==> config.mk <==
export PLATFORM = sky130hd
export DESIGN_NAME = ldc_top
export DESIGN_NICKNAME = d
export VERILOG_FILES = /design/src/ldc_pkg.sv /design/src/ldc_top.sv /design/src/ldc_reg_mask.sv
export SDC_FILE = /design/constraint.sdc
export NUM_CORES = 1
export LEC_CHECK = 0
export BUFFER_PORTS_ARGS = -buffer_cell sky130_fd_sc_hd__buf_2
export CAP_MARGIN = 25
export CELL_PAD_IN_SITES_DETAIL_PLACEMENT = 0
export CELL_PAD_IN_SITES_GLOBAL_PLACEMENT = 1
export CORE_MARGIN = 10
export CORE_UTILIZATION = 41
export CTS_CLUSTER_DIAMETER = 150
export CTS_CLUSTER_SIZE = 10
export DETAILED_ROUTE_END_ITERATION = 6
export PLACE_DENSITY_LB_ADDON = 0.08
export SLEW_MARGIN = 20
export SYNTH_ARGS = -nofsm -noshare
export SYNTH_HDL_FRONTEND = slang
export SYNTH_HIERARCHICAL = 1
export SYNTH_SLANG_ARGS = --single-unit
==> constraint.sdc <==
create_clock -name I_CLK -period 2.4 [get_ports I_CLK]
set_input_delay 0 -clock I_CLK [delete_from_list [all_inputs] [get_ports I_CLK]]
set_output_delay 0 -clock I_CLK [all_outputs]
set_load 0.01 [all_outputs]
==> src/ldc_pkg.sv <==
// Package for the ladder converter control block: offsets, fields, types.
// Assumes an 8-bit register port with one-cycle read latency.
package ldc_pkg;
	localparam int unsigned LDC_AW = 4;
	localparam int unsigned LDC_DW = 8;
	localparam int unsigned LDC_LW = 5;
	localparam logic [LDC_AW-1:0] LDC_OFS_CTRL0 = 4'h0;
	localparam logic [LDC_AW-1:0] LDC_OFS_LEVEL = 4'h1;
	localparam logic [LDC_DW-1:0] LDC_CTRL0_RST = 8'h00;
	localparam logic [LDC_DW-1:0] LDC_LEVEL_RST = 8'h00;
	localparam logic [LDC_DW-1:0] LDC_RD_UNMAPPED = 8'h00;
	localparam int unsigned LDC_BIT_EN = 7;
	localparam int unsigned LDC_BIT_IDLE = 6;
	localparam int unsigned LDC_BIT_OE = 5;
	localparam int unsigned LDC_BIT_HS_HI = 3;
	localparam int unsigned LDC_BIT_HS_LO = 2;
	localparam int unsigned LDC_BIT_LS = 0;
	localparam logic [LDC_DW-1:0] LDC_CTRL0_WMASK = 8'hed;
	localparam logic [LDC_DW-1:0] LDC_LEVEL_WMASK = 8'h1f;
	localparam logic [LDC_LW-1:0] LDC_TAP_ALL_ONES = 5'h1f;
	localparam logic [LDC_LW-1:0] LDC_TAP_ALL_ZEROS = 5'h00;
	localparam logic [1:0] LDC_HS_SUPPLY = 2'h0;
	localparam logic [1:0] LDC_HS_EXTREF = 2'h1;
	localparam logic [1:0] LDC_HS_FIXREF = 2'h2;
	localparam logic [1:0] LDC_HS_RSVD = 2'h3;

	// One-hot source selection for the high end of the ladder.
	typedef enum logic [3:0] {
		LDC_SRC_NONE = 4'h1,
		LDC_SRC_SUPPLY = 4'h2,
		LDC_SRC_EXTREF = 4'h4,
		LDC_SRC_FIXREF = 4'h8
	} ldc_hsrc_e;

	// Analog-side control bundle.
	typedef struct packed {
		logic ladder_on;
		logic [LDC_LW-1:0] tap;
		logic [3:0] high_src;
		logic low_ext;
		logic pin_route;
		logic pin_dig_off;
		logic ref_cmp;
		logic ref_adc;
		logic ref_touch;
	} ldc_ana_s;
endpackage

==> src/ldc_top.sv <==
// Control logic of a 5-bit ladder reference converter with register port.
// Assumes a same-clock register master and an asynchronous pin input.
//
// Functional notes
// - Ladder active only while enable bit 7 set.
// - Thirty-two levels from five-bit level code.
// - Enabled tap equals level code, ratiometric output.
// - Disabled, idle select one: tap all ones.
// - Disabled, idle select zero: tap all zeros.
// - High source select bits 3:2 choose source.
// - Bit 0 picks external low reference or ground.
// - Bit 5 routes level onto output pin.
// - Routed pin: digital driver and detector off.
// - Routed pin digital read returns zero.
// - Level feeds comparator, ADC, pin, touch unit.
// - Control bits 4 and 1 read zero.
// - Level code in bits 4:0, upper zero.
`timescale 1ns/1ps
module ldc_top
	import ldc_pkg::*;
(
	input wire logic I_CLK,
	input wire logic I_RESET_N,
	input wire logic [LDC_AW-1:0] I_ADDR,
	input wire logic [LDC_DW-1:0] I_WDATA,
	input wire logic I_WR,
	input wire logic I_RD,
	input wire logic I_PIN_IN,
	input wire logic I_PIN_DIG_OUT,
	input wire logic I_PIN_DIG_OE,
	output logic [LDC_DW-1:0] O_RDATA,
	output logic O_LADDER_ON,
	output logic [LDC_LW-1:0] O_TAP,
	output logic [3:0] O_HIGH_SRC,
	output logic O_LOW_EXT,
	output logic O_PIN_ROUTE,
	output logic O_PIN_DIG_OFF,
	output logic O_PIN_OUT,
	output logic O_PIN_OE,
	output logic O_PIN_READ,
	output logic O_REF_CMP,
	output logic O_REF_ADC,
	output logic O_REF_TOUCH
);
	logic [LDC_DW-1:0] ctrl0;
	logic [LDC_DW-1:0] level;
	logic we_ctrl0;
	logic we_level;
	logic [LDC_DW-1:0] rdata_d;
	logic [LDC_DW-1:0] rdata_q;
	logic pin_s1_q;
	logic pin_s2_q;
	logic pin_s1_d;
	logic pin_s2_d;
	ldc_ana_s ana_d;
	ldc_ana_s ana_q;
	logic pin_out_d;
	logic pin_out_q;
	logic pin_oe_d;
	logic pin_oe_q;
	logic pin_read_d;
	logic pin_read_q;
	ldc_hsrc_e hsrc;
	logic conv_en;
	logic idle_hi;
	logic route;

	// Write decode for the two control registers.
	assign we_ctrl0 = I_WR && (I_ADDR == LDC_OFS_CTRL0);
	assign we_level = I_WR && (I_ADDR == LDC_OFS_LEVEL);

	// First control register; bits 4 and 1 are never stored.
	ldc_reg_mask #(
		.WMASK(LDC_CTRL0_WMASK),
		.RSTV(LDC_CTRL0_RST)
	) u_ctrl0 (
		.i_clk(I_CLK),
		.i_reset_n(I_RESET_N),
		.i_we(we_ctrl0),
		.i_wdata(I_WDATA),
		.o_q(ctrl0)
	);

	// Level register, right-justified five-bit code, upper bits zero.
	ldc_reg_mask #(
		.WMASK(LDC_LEVEL_WMASK),
		.RSTV(LDC_LEVEL_RST)
	) u_level (
		.i_clk(I_CLK),
		.i_reset_n(I_RESET_N),
		.i_we(we_level),
		.i_wdata(I_WDATA),
		.o_q(level)
	);

	// Field extraction from the first control register.
	assign conv_en = ctrl0[LDC_BIT_EN];
	assign idle_hi = ctrl0[LDC_BIT_IDLE];
	assign route = ctrl0[LDC_BIT_OE];

	// Read mux; data appear in the cycle after the strobe only.
	always_comb begin
		rdata_d = LDC_RD_UNMAPPED;
		if (I_RD) begin
			case (I_ADDR)
				LDC_OFS_CTRL0: begin
					rdata_d = ctrl0;
				end
				LDC_OFS_LEVEL: begin
					rdata_d = level;
				end
				default: begin
					rdata_d = LDC_RD_UNMAPPED;
				end
			endcase
		end
	end

	// High-source decode; the reserved code selects nothing.
	always_comb begin
		case (ctrl0[LDC_BIT_HS_HI:LDC_BIT_HS_LO])
			LDC_HS_SUPPLY: begin
				hsrc = LDC_SRC_SUPPLY;
			end
			LDC_HS_EXTREF: begin
				hsrc = LDC_SRC_EXTREF;
			end
			LDC_HS_FIXREF: begin
				hsrc = LDC_SRC_FIXREF;
			end
			default: begin
				hsrc = LDC_SRC_NONE;
			end
		endcase
	end

	// Analog control bundle, registered so outputs come from flops.
	always_comb begin
		ana_d = '0;
		ana_d.ladder_on = conv_en;
		if (conv_en) begin
			ana_d.tap = level[LDC_LW-1:0];
		end else if (idle_hi) begin
			ana_d.tap = LDC_TAP_ALL_ONES;
		end else begin
			ana_d.tap = LDC_TAP_ALL_ZEROS;
		end
		ana_d.high_src = hsrc;
		ana_d.low_ext = ctrl0[LDC_BIT_LS];
		ana_d.pin_route = route;
		ana_d.pin_dig_off = route;
		ana_d.ref_cmp = conv_en;
		ana_d.ref_adc = conv_en;
		ana_d.ref_touch = conv_en;
	end

	// Pin path: digital driver and detector overridden while routed.
	always_comb begin
		pin_s1_d = I_PIN_IN;
		pin_s2_d = pin_s1_q;
		pin_out_d = route ? 1'b0 : I_PIN_DIG_OUT;
		pin_oe_d = route ? 1'b0 : I_PIN_DIG_OE;
		pin_read_d = route ? 1'b0 : pin_s2_q;
	end

	// Read-data, analog and pin registers; reset clears every output.
	always_ff @(posedge I_CLK or negedge I_RESET_N) begin
		if (!I_RESET_N) begin
			rdata_q <= '0;
			ana_q <= '0;
			pin_s1_q <= 1'b0;
			pin_s2_q <= 1'b0;
			pin_out_q <= 1'b0;
			pin_oe_q <= 1'b0;
			pin_read_q <= 1'b0;
		end else begin
			rdata_q <= rdata_d;
			ana_q <= ana_d;
			pin_s1_q <= pin_s1_d;
			pin_s2_q <= pin_s2_d;
			pin_out_q <= pin_out_d;
			pin_oe_q <= pin_oe_d;
			pin_read_q <= pin_read_d;
		end
	end

	// Output assignments straight from flops.
	assign O_RDATA = rdata_q;
	assign O_LADDER_ON = ana_q.ladder_on;
	assign O_TAP = ana_q.tap;
	assign O_HIGH_SRC = ana_q.high_src;
	assign O_LOW_EXT = ana_q.low_ext;
	assign O_PIN_ROUTE = ana_q.pin_route;
	assign O_PIN_DIG_OFF = ana_q.pin_dig_off;
	assign O_PIN_OUT = pin_out_q;
	assign O_PIN_OE = pin_oe_q;
	assign O_PIN_READ = pin_read_q;
	assign O_REF_CMP = ana_q.ref_cmp;
	assign O_REF_ADC = ana_q.ref_adc;
	assign O_REF_TOUCH = ana_q.ref_touch;
endmodule

==> src/ldc_reg_mask.sv <==
// Masked byte register: holds only its writable bits, others read as zero.
// Assumes a same-clock write strobe from the register port.
`timescale 1ns/1ps
module ldc_reg_mask
	import ldc_pkg::*;
#(
	parameter logic [LDC_DW-1:0] WMASK = 8'hff,
	parameter logic [LDC_DW-1:0] RSTV = 8'h00
) (
	input wire logic i_clk,
	input wire logic i_reset_n,
	input wire logic i_we,
	input wire logic [LDC_DW-1:0] i_wdata,
	output logic [LDC_DW-1:0] o_q
);
	logic [LDC_DW-1:0] val_d;
	logic [LDC_DW-1:0] val_q;

	// Next value keeps unimplemented bits at zero.
	always_comb begin
		val_d = val_q;
		if (i_we) begin
			val_d = i_wdata & WMASK;
		end
	end

	// State register.
	always_ff @(posedge i_clk or negedge i_reset_n) begin
		if (!i_reset_n) begin
			val_q <= RSTV;
		end else begin
			val_q <= val_d;
		end
	end

	assign o_q = val_q;
endmodule

# Word level (Yosys, flattened, before mapping)
# Cells that the tools add are included.
[totals] latch_bits=0 reg_bits=36 wordCells=28 romBits=0 out_inout_bits=27 mem_count=0 mem_bits_rw=0
[classes] n_shift=0 bitwise_logic=0 mux=8 n_eq_ne=3 magnitude_cmp=0 reduce_logical=4 div_mod_pow=0 n_addsub=0 multipliers=0
[ops] cell="one-hot mux 8 bit (2 select lines)" count=1
[ops] cell="one-hot mux 4 bit (3 select lines)" count=1
[ops] cell="two-way mux 5 bit" count=2
[ops] cell="two-way mux 8 bit" count=1
[ops] cell="== test 4 x 1 -> 1 bit, second input constant" count=1
[ops] cell="zero test 4 bit" count=1
[ops] cell="two-way mux 1 bit" count=3
[ops] cell="== test 2 x 1 -> 1 bit, second input constant" count=1
[ops] cell="== test 2 bit, second input constant" count=1
[ops] cell="logical AND 1 bit" count=2
[ops] cell="zero test 2 bit" count=1

# Longest topological paths before layout
# Gate-level depths: netlist of run 1.
[logic_depth] ltp_word=3 ltp_mapped=4 ltp_nobuf=3

# Cells and area by module
# Netlist of run 1, hierarchy kept.
[modules_own_cells] mod="ldc_top" area_per_inst_um2=897.1 instances=1 seq_area_each_um2=625.6 cells_each=69
[modules_own_cells] mod="ldc_reg_mask at u_ctrl0" area_per_inst_um2=270.3 instances=1 seq_area_each_um2=150.1 cells_each=16
[modules_own_cells] mod="ldc_reg_mask at u_level" area_per_inst_um2=207.7 instances=1 seq_area_each_um2=125.1 cells_each=14

# Worst setup path before layout of run 1
# Ideal clock, no wire load.
[synth_path] path_type="input port to flip-flop" start="input I_ADDR[0]" end="register u_ctrl0.val_q[0], in the netlist u_ctrl0/o_q[0]" path_stages=4 slack_ns=1.370 arrival_ns=0.905 setup_ns=0.125 cell_sequence="buf_2 > and4bb_2 > buf_6 > mux2_4"
[synth_between] elab_chain_len=2
[synth_rtl] item="start, declared" line="ldc_top.sv:24" text="input wire logic [LDC_AW-1:0] I_ADDR,"
[synth_rtl] item="zero test 4 bit" line="ldc_top.sv:69" text="assign we_ctrl0 = I_WR && (I_ADDR == LDC_OFS_CTRL0);"
[synth_rtl] item="logical AND 1 bit" line="ldc_top.sv:69"
[synth_rtl] item="net we_ctrl0" line="ldc_top.sv:47" text="logic we_ctrl0;"
[synth_rtl] item="end signal, assigned" line="ldc_reg_mask.sv:32" text="val_q <= val_d;"
[synth_rtl] item="end, declared" line="ldc_reg_mask.sv:17" text="logic [LDC_DW-1:0] val_q;"
# The timed path passes the listed nets, and every way through them passes these cells.
# A chain may end at the register's enable or synchronous reset.

==> results of run 1 <==
[worst min-delay path, cell delays in order]
cell	delay (ps)
buf_2	190
mux2i_1	140
nor2_1	80
[layout make-up]
cell class / instances / area share (%)
Multi-Input combinational cell: 54 / 22.3
Tap cell: 44 / 3.10
Clock inverter: 3 / 2.39
Sequential cell: 36 / 50.7
Timing Repair Buffer: 57 / 19.4
Clock buffer: 5 / 2.11
[cell usage in the layout, fill, tap and decap left out, drive strengths merged]
master	instances
clkinvlp	1
nor2b	5
bufinv	1
buf	45
and2	1
and4bb	1
clkinv	1
nand2b	1
nor2	10
mux2i	8
nand2	10
clkbuf	5
and4b	1
or4b	1
dlygate4sd3	12
mux2	11
dfrtp	36
conb	5
[power by group through the flow]
stage,sequential (mW),combinational (mW),clock [mW]
4_1_cts,0.779,0.302,0.428
2_1_floorplan,0.818,0.148,0
3_3_place_gp,0.790,0.283,0
3_5_place_dp,0.792,0.286,0
6_report,0.776,0.293,0.420
5_1_grt,0.798,0.325,0.456
[repair_timing]
| action | 4_1_cts | 5_1_grt |
|---|---|---|
| endpoints found under the hold margin | 50 | 0 |
| endpoints found under the setup margin | 0 | 0 |
| hold buffers | 12 | 0 |
[layer usage]
layer | vias to the layer above | global-route usage (%)
li1 | 418 | -
met1 | 378 | 8.83
met2 | 34 | 14.3
met3 | 4 | 6.34
met4 | 0 | 3.23
met5 | - | 0
[cells by family after synthesis]
family | Yosys count
DFF | 36
and+or+nand+nor | 30
muxes | 19
buffers and inverters | 12
other | 2
[registers in the layout, summed over array words and instances (netlist names)]
register,flops
u_ctrl0/o_q,6
O_TAP,5
pin_s1_q,1
O_PIN_OUT,1
O_RDATA,8
O_REF_TOUCH,1
u_level/o_q,5
O_PIN_READ,1
O_PIN_OE,1
O_PIN_DIG_OFF,1
O_LOW_EXT,1
O_HIGH_SRC,4
pin_s2_q,1
[final timing paths]
path | cells past startpoint | endpoint | slack [ps]
worst max-delay path | 2 | O_TAP[0] | 1460
worst min-delay path | 3 | O_RDATA[5] | 110
worst min register to register | 0 | pin_s2_q | 370
max in group asynchronous | 2 | O_REF_TOUCH | 1670
worst max register to register | 2 | O_TAP[0] | 1460
min in group asynchronous | 2 | O_PIN_READ | 250
[through the flow]
stage | instances | instance area [sq um] | power [mW] | hold slack, ps
4_1_cts | 199 | 1780 | 1.51 | 101
3_5_place_dp | 179 | 1580 | 1.08 | 116
6_report | 199 | 1780 | 1.49 | 109
3_3_place_gp | 179 | 1580 | 1.07 | 104
2_1_floorplan | 102 | 1390 | 0.966 | -296
5_1_grt | 199 | 1780 | 1.58 | 98.7
==> impl_results.md, run 1 <==
- Minimum clock period: 943 ps
- Area Overhead vs Synth: 29.3%
- Post-synthesis mux area share: 16.5%
- Adder-Cell Fraction of Synth Area: 0%
- Rows: 20
- CP Max Fanout: 9
- Synth async-reset ratio: 100%
- Slew HR: 50.1%
- Clk_lat worst skew: 340 ps
- Iteration-0 DRC Markers: 60
- Logic pwr share: 19.7%
- Post-CTS setup buffer count: 0
- Vias in the first global route: 927
- Max-cap violation count: 0
- Pin count of the biggest net entering global routing: 37
- Worst vdd ir: 0.422 mV
- Post-route ant nets: 0
- Register area: 901 sq um
- GR Overflow Total: 0
- Pwr dens: 837 mW/mm^2
- Slowest stage cell, crit path: dfrtp_1
- EDFF count, synth: 0
- Sw Share: 27.0%
- Synth area leader: dfrtp_1
- Post-Synth XOR/XNOR Area: 0%
- Routed met2 length: 1.19 mm
- Status: completed
- Internal power: 1.09 mW
- Setup tns final: 0 ps
- Metal3 WL: 307 um
- Worst slack at placement: 1230 ps
- CTS buffer count: 5
- Mapped cell area: 0.00138 sq mm
- CTS H-tree lvls: 2
- DRC violations left: 0
- Register area share after synthesis: 65.5%
- Fillcell total: 286
- Seq cells post-synth: 36
- Final setup violation count: 0
- Area of the multi-input gates: 397 sq um
- Wirelength per Cell: 12.7 um
- Vias/cell: 4.19
- Flop pwr share: 52.1%
- Top Metal Used: met4
- Critical path's top delay family: flip-flops
- Clock share of power: 28.2%
- Tcrit/Tclk final: 39.3%
- Layout cell share with drive strength beyond 1: 41.9%
- Final Max Slew Viols: 0
- CP Launch Type: register
- Clock root buffer master: clkbuf_4
- Hold Vio Cnt, Final: 0
- Critical Path RT: 2630 ps
- CTS clock-pin slew for the worst setup and hold paths: 120 ps
- First-pass GRT wire length: 4.31 mm
- Wl on met1: 1.01 mm
- Top cells by area, synth: dfrtp_1, mux2_4, mux2i_1, buf_4, mux2_2
- Gpl congestion: 0.718
- Fin nets: 173
- Clk_skew: 7.98 ps
- Simple-Gate Fraction of Synth Area: 11.0%
- Fmax: 1060 MHz
- Total GRT Usage: 8.88%
- Clock tree from TritonCTS: done
- Die area: 0.00607 sq mm
- Most common flop cell mapped by yosys: dfrtp_1
- CP startpoint: u_ctrl0/o_q[7]
- Die height: 77.9 um
- Initial Util: 44.0%
- Utilization after layout: 56.8%
- Most frequent cell after synthesis: dfrtp_1
- Crit-path max cell delay: 510 ps
- Synth cell count leaders: dfrtp_1, nand2_1, nor2_1, buf_4, mux2i_1
- Crit Path Category: reg -> reg
- Top-level I/O count: 46
- RSZ-0062 raised after global routing: no
- Worst path arrival time: 1170 ps
- Hold Crit Start: I_ADDR[0]
- IO Port Bufs: 45
- Tightest Hold Check Type: in -> reg
- Clock Sinks: 36
- Worst-margin pin slew: 748 ps
- R2R Path Start: u_ctrl0/o_q[7]
- Net Switching: 0.403 mW
- First-pass DRT Iterations: 3
- Worst-path cell chain: nand2b_1 -> nand2_1
- Leak pwr: 0.948 nW
- CP bufs+invs: 0
- Synth warn: 6
- Synth Area in Compound Gates: 0%
- Yosys top cell area share: 65.5%
- Worst Slack Setup Final: 1460 ps
- Critical Path End Type: register
- # diodes: 0
- Syn avg cell area: 13.9 sq um
- Maximum clock path buffer count: 2
- Largest family of logic cells by synthesized area: multiplexers
- DRT Wirelength: 2.53 mm
- Core area: 0.00313 sq mm
- Post_cts resized: 0
- Initial antenna violation count: 0
- Distinct cells, synth: 16
- Synthesized instance count: 99
- Die width: 77.9 um
- Vias: 834
No activity file was read; power rests on OpenSTA's default activity.
==> run 2: changes to the inputs <==
- ABC_AREA: default -> 1
- CORE_UTILIZATION: 41 -> 33
- clock period: 2.4 -> 0.8 ns (I/O delays scaled with it)
==> impl_results.md, run 2 <==
- Critical Path End Type: primary output (was register)
- Critical Path RT: 800 ps (was 2630 ps)
- Crit-path max cell delay: 390 ps (was 510 ps)
- Post-route ant nets: 0 (unchanged)
- Total GRT Usage: 9.62% (was 8.88%)
- Gpl congestion: 0.787 (was 0.718)
- Worst reg-to-reg path cell count: 3 (was 2)
- CP Max Fanout: 4 (was 9)
- CTS buffer count: 5 (unchanged)
- WP depth: 1 (was 2)
- Initial antenna violation count: 0 (unchanged)
- Violations in the final reports: negative setup slack
- Iteration-0 DRC Markers: 49 (was 60)
- Fmax: 1220 MHz
- Syn avg cell area: 9.74 sq um (was 13.9 sq um)
- Minimum clock period: 821 ps
- Most common flop cell mapped by yosys: dfrtp_1 (unchanged)
- Clock root buffer master: clkbuf_8 (was clkbuf_4)
- First-pass DRT Iterations: 4 (was 3)
- Synthesized instance count: 142 (was 99)
- Max-cap violation count: 0 (unchanged)
- GR Overflow Total: 0 (unchanged)
- Tightest Hold Check Type: in -> reg (unchanged)
- Flop pwr share: 48.8% (was 52.1%)
- Net Switching: 1.28 mW (was 0.403 mW)
- RSZ-0062 raised after global routing: yes (was no)
- Most frequent cells in the layout: nand2_1, buf_2, dfrtp_1 (was buf_2, dfrtp_1, dlygate4sd3_1)
- Status: finished, violations left (was completed)
- Layout cell share with drive strength beyond 1: 38.9% (was 41.9%)
- CP Launch Type: register (unchanged)
- Worst vdd ir: 0.925 mV (was 0.422 mV)
- Final setup violation count: 7 (was 0)
- CTS H-tree lvls: 2 (unchanged)
- Commonest non-fill, non-tap cell in the layout: nand2_1 (was buf_2)
- Tot Pwr: 4.72 mW (was 1.49 mW)
- Pwr dens: 2340 mW/mm^2 (was 837 mW/mm^2)
- Worst-path cell chain: buf_2 (was nand2b_1 -> nand2_1)
- Sw Share: 27.0% (about the same)
- Vias/cell: 4.27 (was 4.19)
- Pin count of the biggest net entering global routing: 37 (unchanged)
- Worst Setup EP: O_REF_TOUCH (was O_TAP[0])
- Internal power: 3.45 mW (was 1.09 mW)
- Register area share after synthesis: 65.2% (was 65.5%)
- Synth area leader: dfrtp_1 (unchanged)
- Clk_lat worst skew: 280 ps (was 340 ps)
- Area Overhead vs Synth: 46.1% (was 29.3%)
- CP startpoint: O_REF_TOUCH (was u_ctrl0/o_q[7])
- Die area: 0.00718 sq mm (was 0.00607 sq mm)
- Worst Slack Setup Final: -21.3 ps (was 1460 ps)
- Wirelength per Cell: 12.6 um (was 12.7 um)
- Core area: 0.00403 sq mm (was 0.00313 sq mm)
- Fin nets: 229 (was 173)
- CTS clock-pin slew for the worst setup and hold paths: 70 ps (was 120 ps)
- Distinct cells, synth: 12 (was 16)
- Rows: 23 (was 20)
- Logic pwr share: 18.5% (was 19.7%)
- Leak pwr: 1.09 nW (was 0.948 nW)
- Clock share of power: 32.7% (was 28.2%)
- Synth warn: 6 (unchanged)
- Utilization after layout: 50.1% (was 56.8%)
- Seq cells post-synth: 36 (unchanged)
- Yosys top cell area share: 65.2% (was 65.5%)
- Crit Path Category: reg -> out (was reg -> reg)
- Synth cell count leaders: nand2_1, dfrtp_1, nand3_1, inv_1, buf_4 (was dfrtp_1, nand2_1, nor2_1, buf_4, mux2i_1)
- Final Max Slew Viols: 0 (unchanged)
- R2R Path Start: u_ctrl0/o_q[7] (unchanged)
- Slowest stage cell, crit path: dfrtp_1 (unchanged)
- Die height: 84.7 um (was 77.9 um)
- EDFF count, synth: 0 (unchanged)
- Vias in the first global route: 1207 (was 927)
- Maximum clock path buffer count: 2 (unchanged)
- Setup tns final: -107 ps (was 0 ps)
- R2r endpoint: O_TAP[4] (was O_TAP[0])
- Worst R2R Setup Slack: -10 ps (was 1460 ps)
- Clk_skew: 3.04 ps (was 7.98 ps)
- Vias: 1114 (was 834)
- First-pass GRT wire length: 5.62 mm (was 4.31 mm)
- DRT Wirelength: 3.28 mm (was 2.53 mm)
- Worst path arrival time: 820 ps (was 1170 ps)
- Tcrit/Tclk final: 103%
- Synth async-reset ratio: 100% (unchanged)
- Top-level I/O count: 46 (unchanged)
- Initial Util: 34.3% (was 44.0%)
- Top cells by area, synth: dfrtp_1, nand2_1, nand3_1, buf_4, a21oi_1 (was dfrtp_1, mux2_4, mux2i_1, buf_4, mux2_2)
- Clock Sinks: 36 (unchanged)
- Detailed placer's ending HPWL: 2.47 mm
- Critical path's top delay family: flip-flops (unchanged)
- Most frequent cell after synthesis: nand2_1 (was dfrtp_1)
- Die width: 84.7 um (was 77.9 um)
- Clock tree from TritonCTS: done (unchanged)
- Max FFs per register: 8 (unchanged)
- DRC violations left: 0 (unchanged)
- Mapped cell area: 0.00138 sq mm (about the same)
- CP bufs+invs: 1 (was 0)
- # diodes: 0 (unchanged)
- IO Port Bufs: 45 (unchanged)
- Hold Vio Cnt, Final: 0 (unchanged)
## run 2: changes by cell type after synthesis, sizes merged, moves of 8 or more
cell / change
a21oi: +8
mux2: -11
mux2i: -8
nand2: +37
nand3: +16
inv: +12
## run 2: cell families (layout without fill, tap and decap cells)
family	count (synthesis)	in the layout	synth area share, %
buffers and inverters	22	88	8.96
other	2	5	0.543
AND/OR/NAND/NOR	74	74	22.4
flip-flops	36	36	65.2
AO/OA/AOI/OAI	8	8	2.90
## run 2: stage by stage
stage | hold slack [ps] | instance area (sq um) | setup slack [ps] | instances
final | 92.3 | 2020 | -21.3 | 261
after global routing | 123 | 2020 | -68.8 | 261
after CTS | 85.0 | 1970 | -35.7 | 261
after detailed placement | -22.5 | 1730 | -87.9 | 240
after global placement | -25.2 | 1730 | -62.6 | 240
after floorplan | -296 | 1420 | -21.0 | 145
## run 2: power by group through the flow
stage / registers [mW] / logic (mW) / clock network, mW
2_1_floorplan: 2.38 / 0.330 / 0
3_3_place_gp: 2.33 / 0.758 / 0
3_5_place_dp: 2.33 / 0.772 / 0
4_1_cts: 2.30 / 0.859 / 1.58
5_1_grt: 2.34 / 0.991 / 1.68
6_report: 2.31 / 0.874 / 1.55
## run 2: cell type report
class | count | area, sq um
Clock buffer | 6 | 72.6
Clock inverter | 2 | 35.0
Fill cell | 395 | 2010
Inverter | 12 | 45.0
Multi-Input combinational cell | 87 | 412
Sequential cell | 36 | 905
Tap cell | 50 | 62.6
Timing Repair Buffer | 68 | 488
## run 2: worst min path at each step
stage	from	depth (start not counted)	slack [ps]	end
2_1_floorplan	I_RESET_N	0	-300	O_HIGH_SRC[0]
4_1_cts	I_RD	3	90	O_RDATA[2]
3_5_place_dp	I_RESET_N	2	-20	O_TAP[1]
5_1_grt	I_RD	3	120	O_RDATA[2]
6_report	I_RD	3	90	O_RDATA[2]
3_3_place_gp	I_RESET_N	2	-30	O_RDATA[7]
## run 2: worst min-delay path: cells and delay by family
kind	cells	cell delay, ps
buffers and inverters	2	200
AO/OA/AOI/OAI	1	130
## run 2: repair_timing
action                                  CTS  global route
pin swaps                                 0             3
gates resized for setup                   7            12
gates cloned                              0             0
hold buffers                             12             0
setup buffers                             1             0
endpoints found under the setup margin   17            29
hold endpoints to repair                 50             0
## run 2: routing by layer
| metal | vias up | GRT usage, % | share of wire, % |
|---|---|---|---|
| li1 | 558 | - | - |
| met1 | 524 | 10.4 | 42 |
| met2 | 27 | 15.8 | 49 |
| met3 | 5 | 4.25 | 7.8 |
| met4 | 0 | 4.49 | 1.6 |
| met5 | - | 0 | 0 |
==> run 3: changes to the inputs <==
- SETUP_SLACK_MARGIN: default -> 0.02
==> impl_results.md, run 3 (synthesized netlist as in run 2, its figures left out) <==
- First-pass GRT wire length: 5.65 mm (was 5.62 mm)
- Slowest stage cell, crit path: dfrtp_1 (unchanged)
- Rows: 23 (unchanged)
- Top-level I/O count: 46 (unchanged)
- Tightest Hold Check Type: in -> reg (unchanged)
- Minimum clock period: 822 ps (was 821 ps)
- Fin nets: 229 (unchanged)
- Fmax: 1220 MHz (about the same)
- Clk_skew: 3.59 ps (was 3.04 ps)
- Dpl cells: 240 (unchanged)
- CTS H-tree lvls: 2 (unchanged)
- Final Cell Area: 0.00206 sq mm (was 0.00202 sq mm)
- Crit-path max cell delay: 390 ps (about the same)
- Critical path's top delay family: flip-flops (unchanged)
- Crit Path Category: reg -> out (unchanged)
- Worst path arrival time: 820 ps (about the same)
- Violations in the final reports: negative setup slack (unchanged)
- Max-cap violation count: 0 (unchanged)
- Final setup violation count: 7 (unchanged)
- Maximum clock path buffer count: 2 (unchanged)
- GR Overflow Total: 0 (unchanged)
- Clock root buffer master: clkbuf_8 (unchanged)
- WP depth: 1 (unchanged)
- Clk_lat worst skew: 280 ps (about the same)
- Clock Sinks: 36 (unchanged)
- Gpl congestion: 0.787 (unchanged)
- Detailed placer's ending HPWL: 2.47 mm (unchanged)
- Max FFs per register: 8 (unchanged)
- Layout cell share with drive strength beyond 1: 41.7% (was 38.9%)
- Iteration-0 DRC Markers: 34 (was 49)
- Worst slack at placement: -87.9 ps (unchanged)
- IO Port Bufs: 45 (unchanged)
- Worst vdd ir: 0.935 mV (was 0.925 mV)
- Total GRT Usage: 9.66% (was 9.62%)
- # diodes: 0 (unchanged)
- Final Max Slew Viols: 0 (unchanged)
- Pin count of the biggest net entering global routing: 37 (unchanged)
- Vias/cell: 4.28 (was 4.27)
- DP Area: 0.00173 sq mm (unchanged)
- CTS clock-pin slew for the worst setup and hold paths: 70 ps (about the same)
- CP bufs+invs: 1 (unchanged)
- Core area: 0.00403 sq mm (unchanged)
- Most frequent cells in the layout: nand2_1, buf_2, dfrtp_1 (unchanged)
- Fillcell total: 392 (was 395)
- Hold Vio Cnt, Final: 0 (unchanged)
- Initial Util: 34.3% (unchanged)
- RSZ-0062 raised after global routing: yes (unchanged)
- Worst reg-to-reg path cell count: 3 (unchanged)
- Status: finished, violations left (unchanged)
- Critical Path RT: 800 ps (about the same)
- Worst-path cell chain: buf_2 (unchanged)
- Vias: 1117 (was 1114)
- Commonest non-fill, non-tap cell in the layout: nand2_1 (unchanged)
- Vias in the first global route: 1214 (was 1207)
- DRC violations left: 0 (unchanged)
- Die height: 84.7 um (unchanged)
- CTS buffer count: 5 (unchanged)
- CP Launch Type: register (unchanged)
- Clock tree from TritonCTS: done (unchanged)
- Pwr dens: 2320 mW/mm^2 (was 2340 mW/mm^2)
- Wirelength per Cell: 12.6 um (about the same)
- Leak pwr: 1.10 nW (was 1.09 nW)
- DRT Wirelength: 3.29 mm (was 3.28 mm)
- Hold Path Stages: 3 (unchanged)
- Area Overhead vs Synth: 49.1% (was 46.1%)
- Initial antenna violation count: 0 (unchanged)
- Die area: 0.00718 sq mm (unchanged)
- Tcrit/Tclk final: 103% (about the same)
- Die width: 84.7 um (unchanged)
- Post-route ant nets: 0 (unchanged)
- CP Max Fanout: 4 (unchanged)
- Worst Slack Setup Final: -21.7 ps (was -21.3 ps)
- Critical Path End Type: primary output (unchanged)
- First-pass DRT Iterations: 4 (unchanged)
- Fin cells: 261 (unchanged)
[run 3: cell counts in the layout (fill, tap and decap cells not counted)]
No cell type changed its count.
[run 3: what timing repair did]
action | CTS | global route
pin swaps | 0 | 3
resized for setup | 9 | 19
gates cloned | 0 | 0
hold buffers | 12 | 0
setup endpoints to repair | 30 | 38
buffers inserted | 1 | 0
hold endpoints to repair | 50 | 0
[run 3: through the flow]
stage | setup TNS (ps) | power (mW) | hold WS [ps] | util [%]
2_1_floorplan | -211 | 2.71 | -296 | -
3_3_place_gp | -426 | 3.09 | -25.2 | 42.8
3_5_place_dp | -553 | 3.10 | -22.5 | 42.8
4_1_cts | -179 | 4.74 | 96.2 | 49.1
5_1_grt | -683 | 5.07 | 145 | 51.2
6_report | -112 | 4.79 | 127 | 51.2
[run 3: report_power, final]
part / switching, mW / internal, mW / leakage, nW / total, mW
clock: 0.624 / 0.924 / 0.0552 / 1.55
sequential: 0.210 / 2.11 / 0.461 / 2.32
combinational: 0.473 / 0.446 / 0.580 / 0.918
[run 3: area by class of cell]
cell class	instances	area, sq um	share of cell area (%)
flip-flops and latches	36	905	43.9
repair buffers	68	500	24.3
multi-input cells	87	442	21.4
inverters	12	45.0	2.18
well taps	50	62.6	3.03
clock buffers	6	72.6	3.52
clock inverters	2	35.0	1.70
[run 3: worst paths after layout]
| check | from | end | slack, ps |
|---|---|---|---|
| worst max-delay path | O_REF_TOUCH | O_REF_TOUCH | -20 |
| worst min-delay path | I_RD | O_RDATA[7] | 130 |
| worst max register to register | u_ctrl0/o_q[7] | O_TAP[3] | -10 |
| worst min register to register | pin_s1_q | pin_s2_q | 360 |
| max in group asynchronous | I_RESET_N | u_ctrl0/o_q[3] | 400 |
| min in group asynchronous | I_RESET_N | O_TAP[4] | 210 |
[run 3: metal layers]
layer  vias to the layer above  track usage (%)  wire length [um]
met4                         0             4.49                53
li1                        558                -                 -
met2                        27             15.9              1620
met3                         5             4.25               253
met1                       527             10.5              1360
met5                         -                0                 0
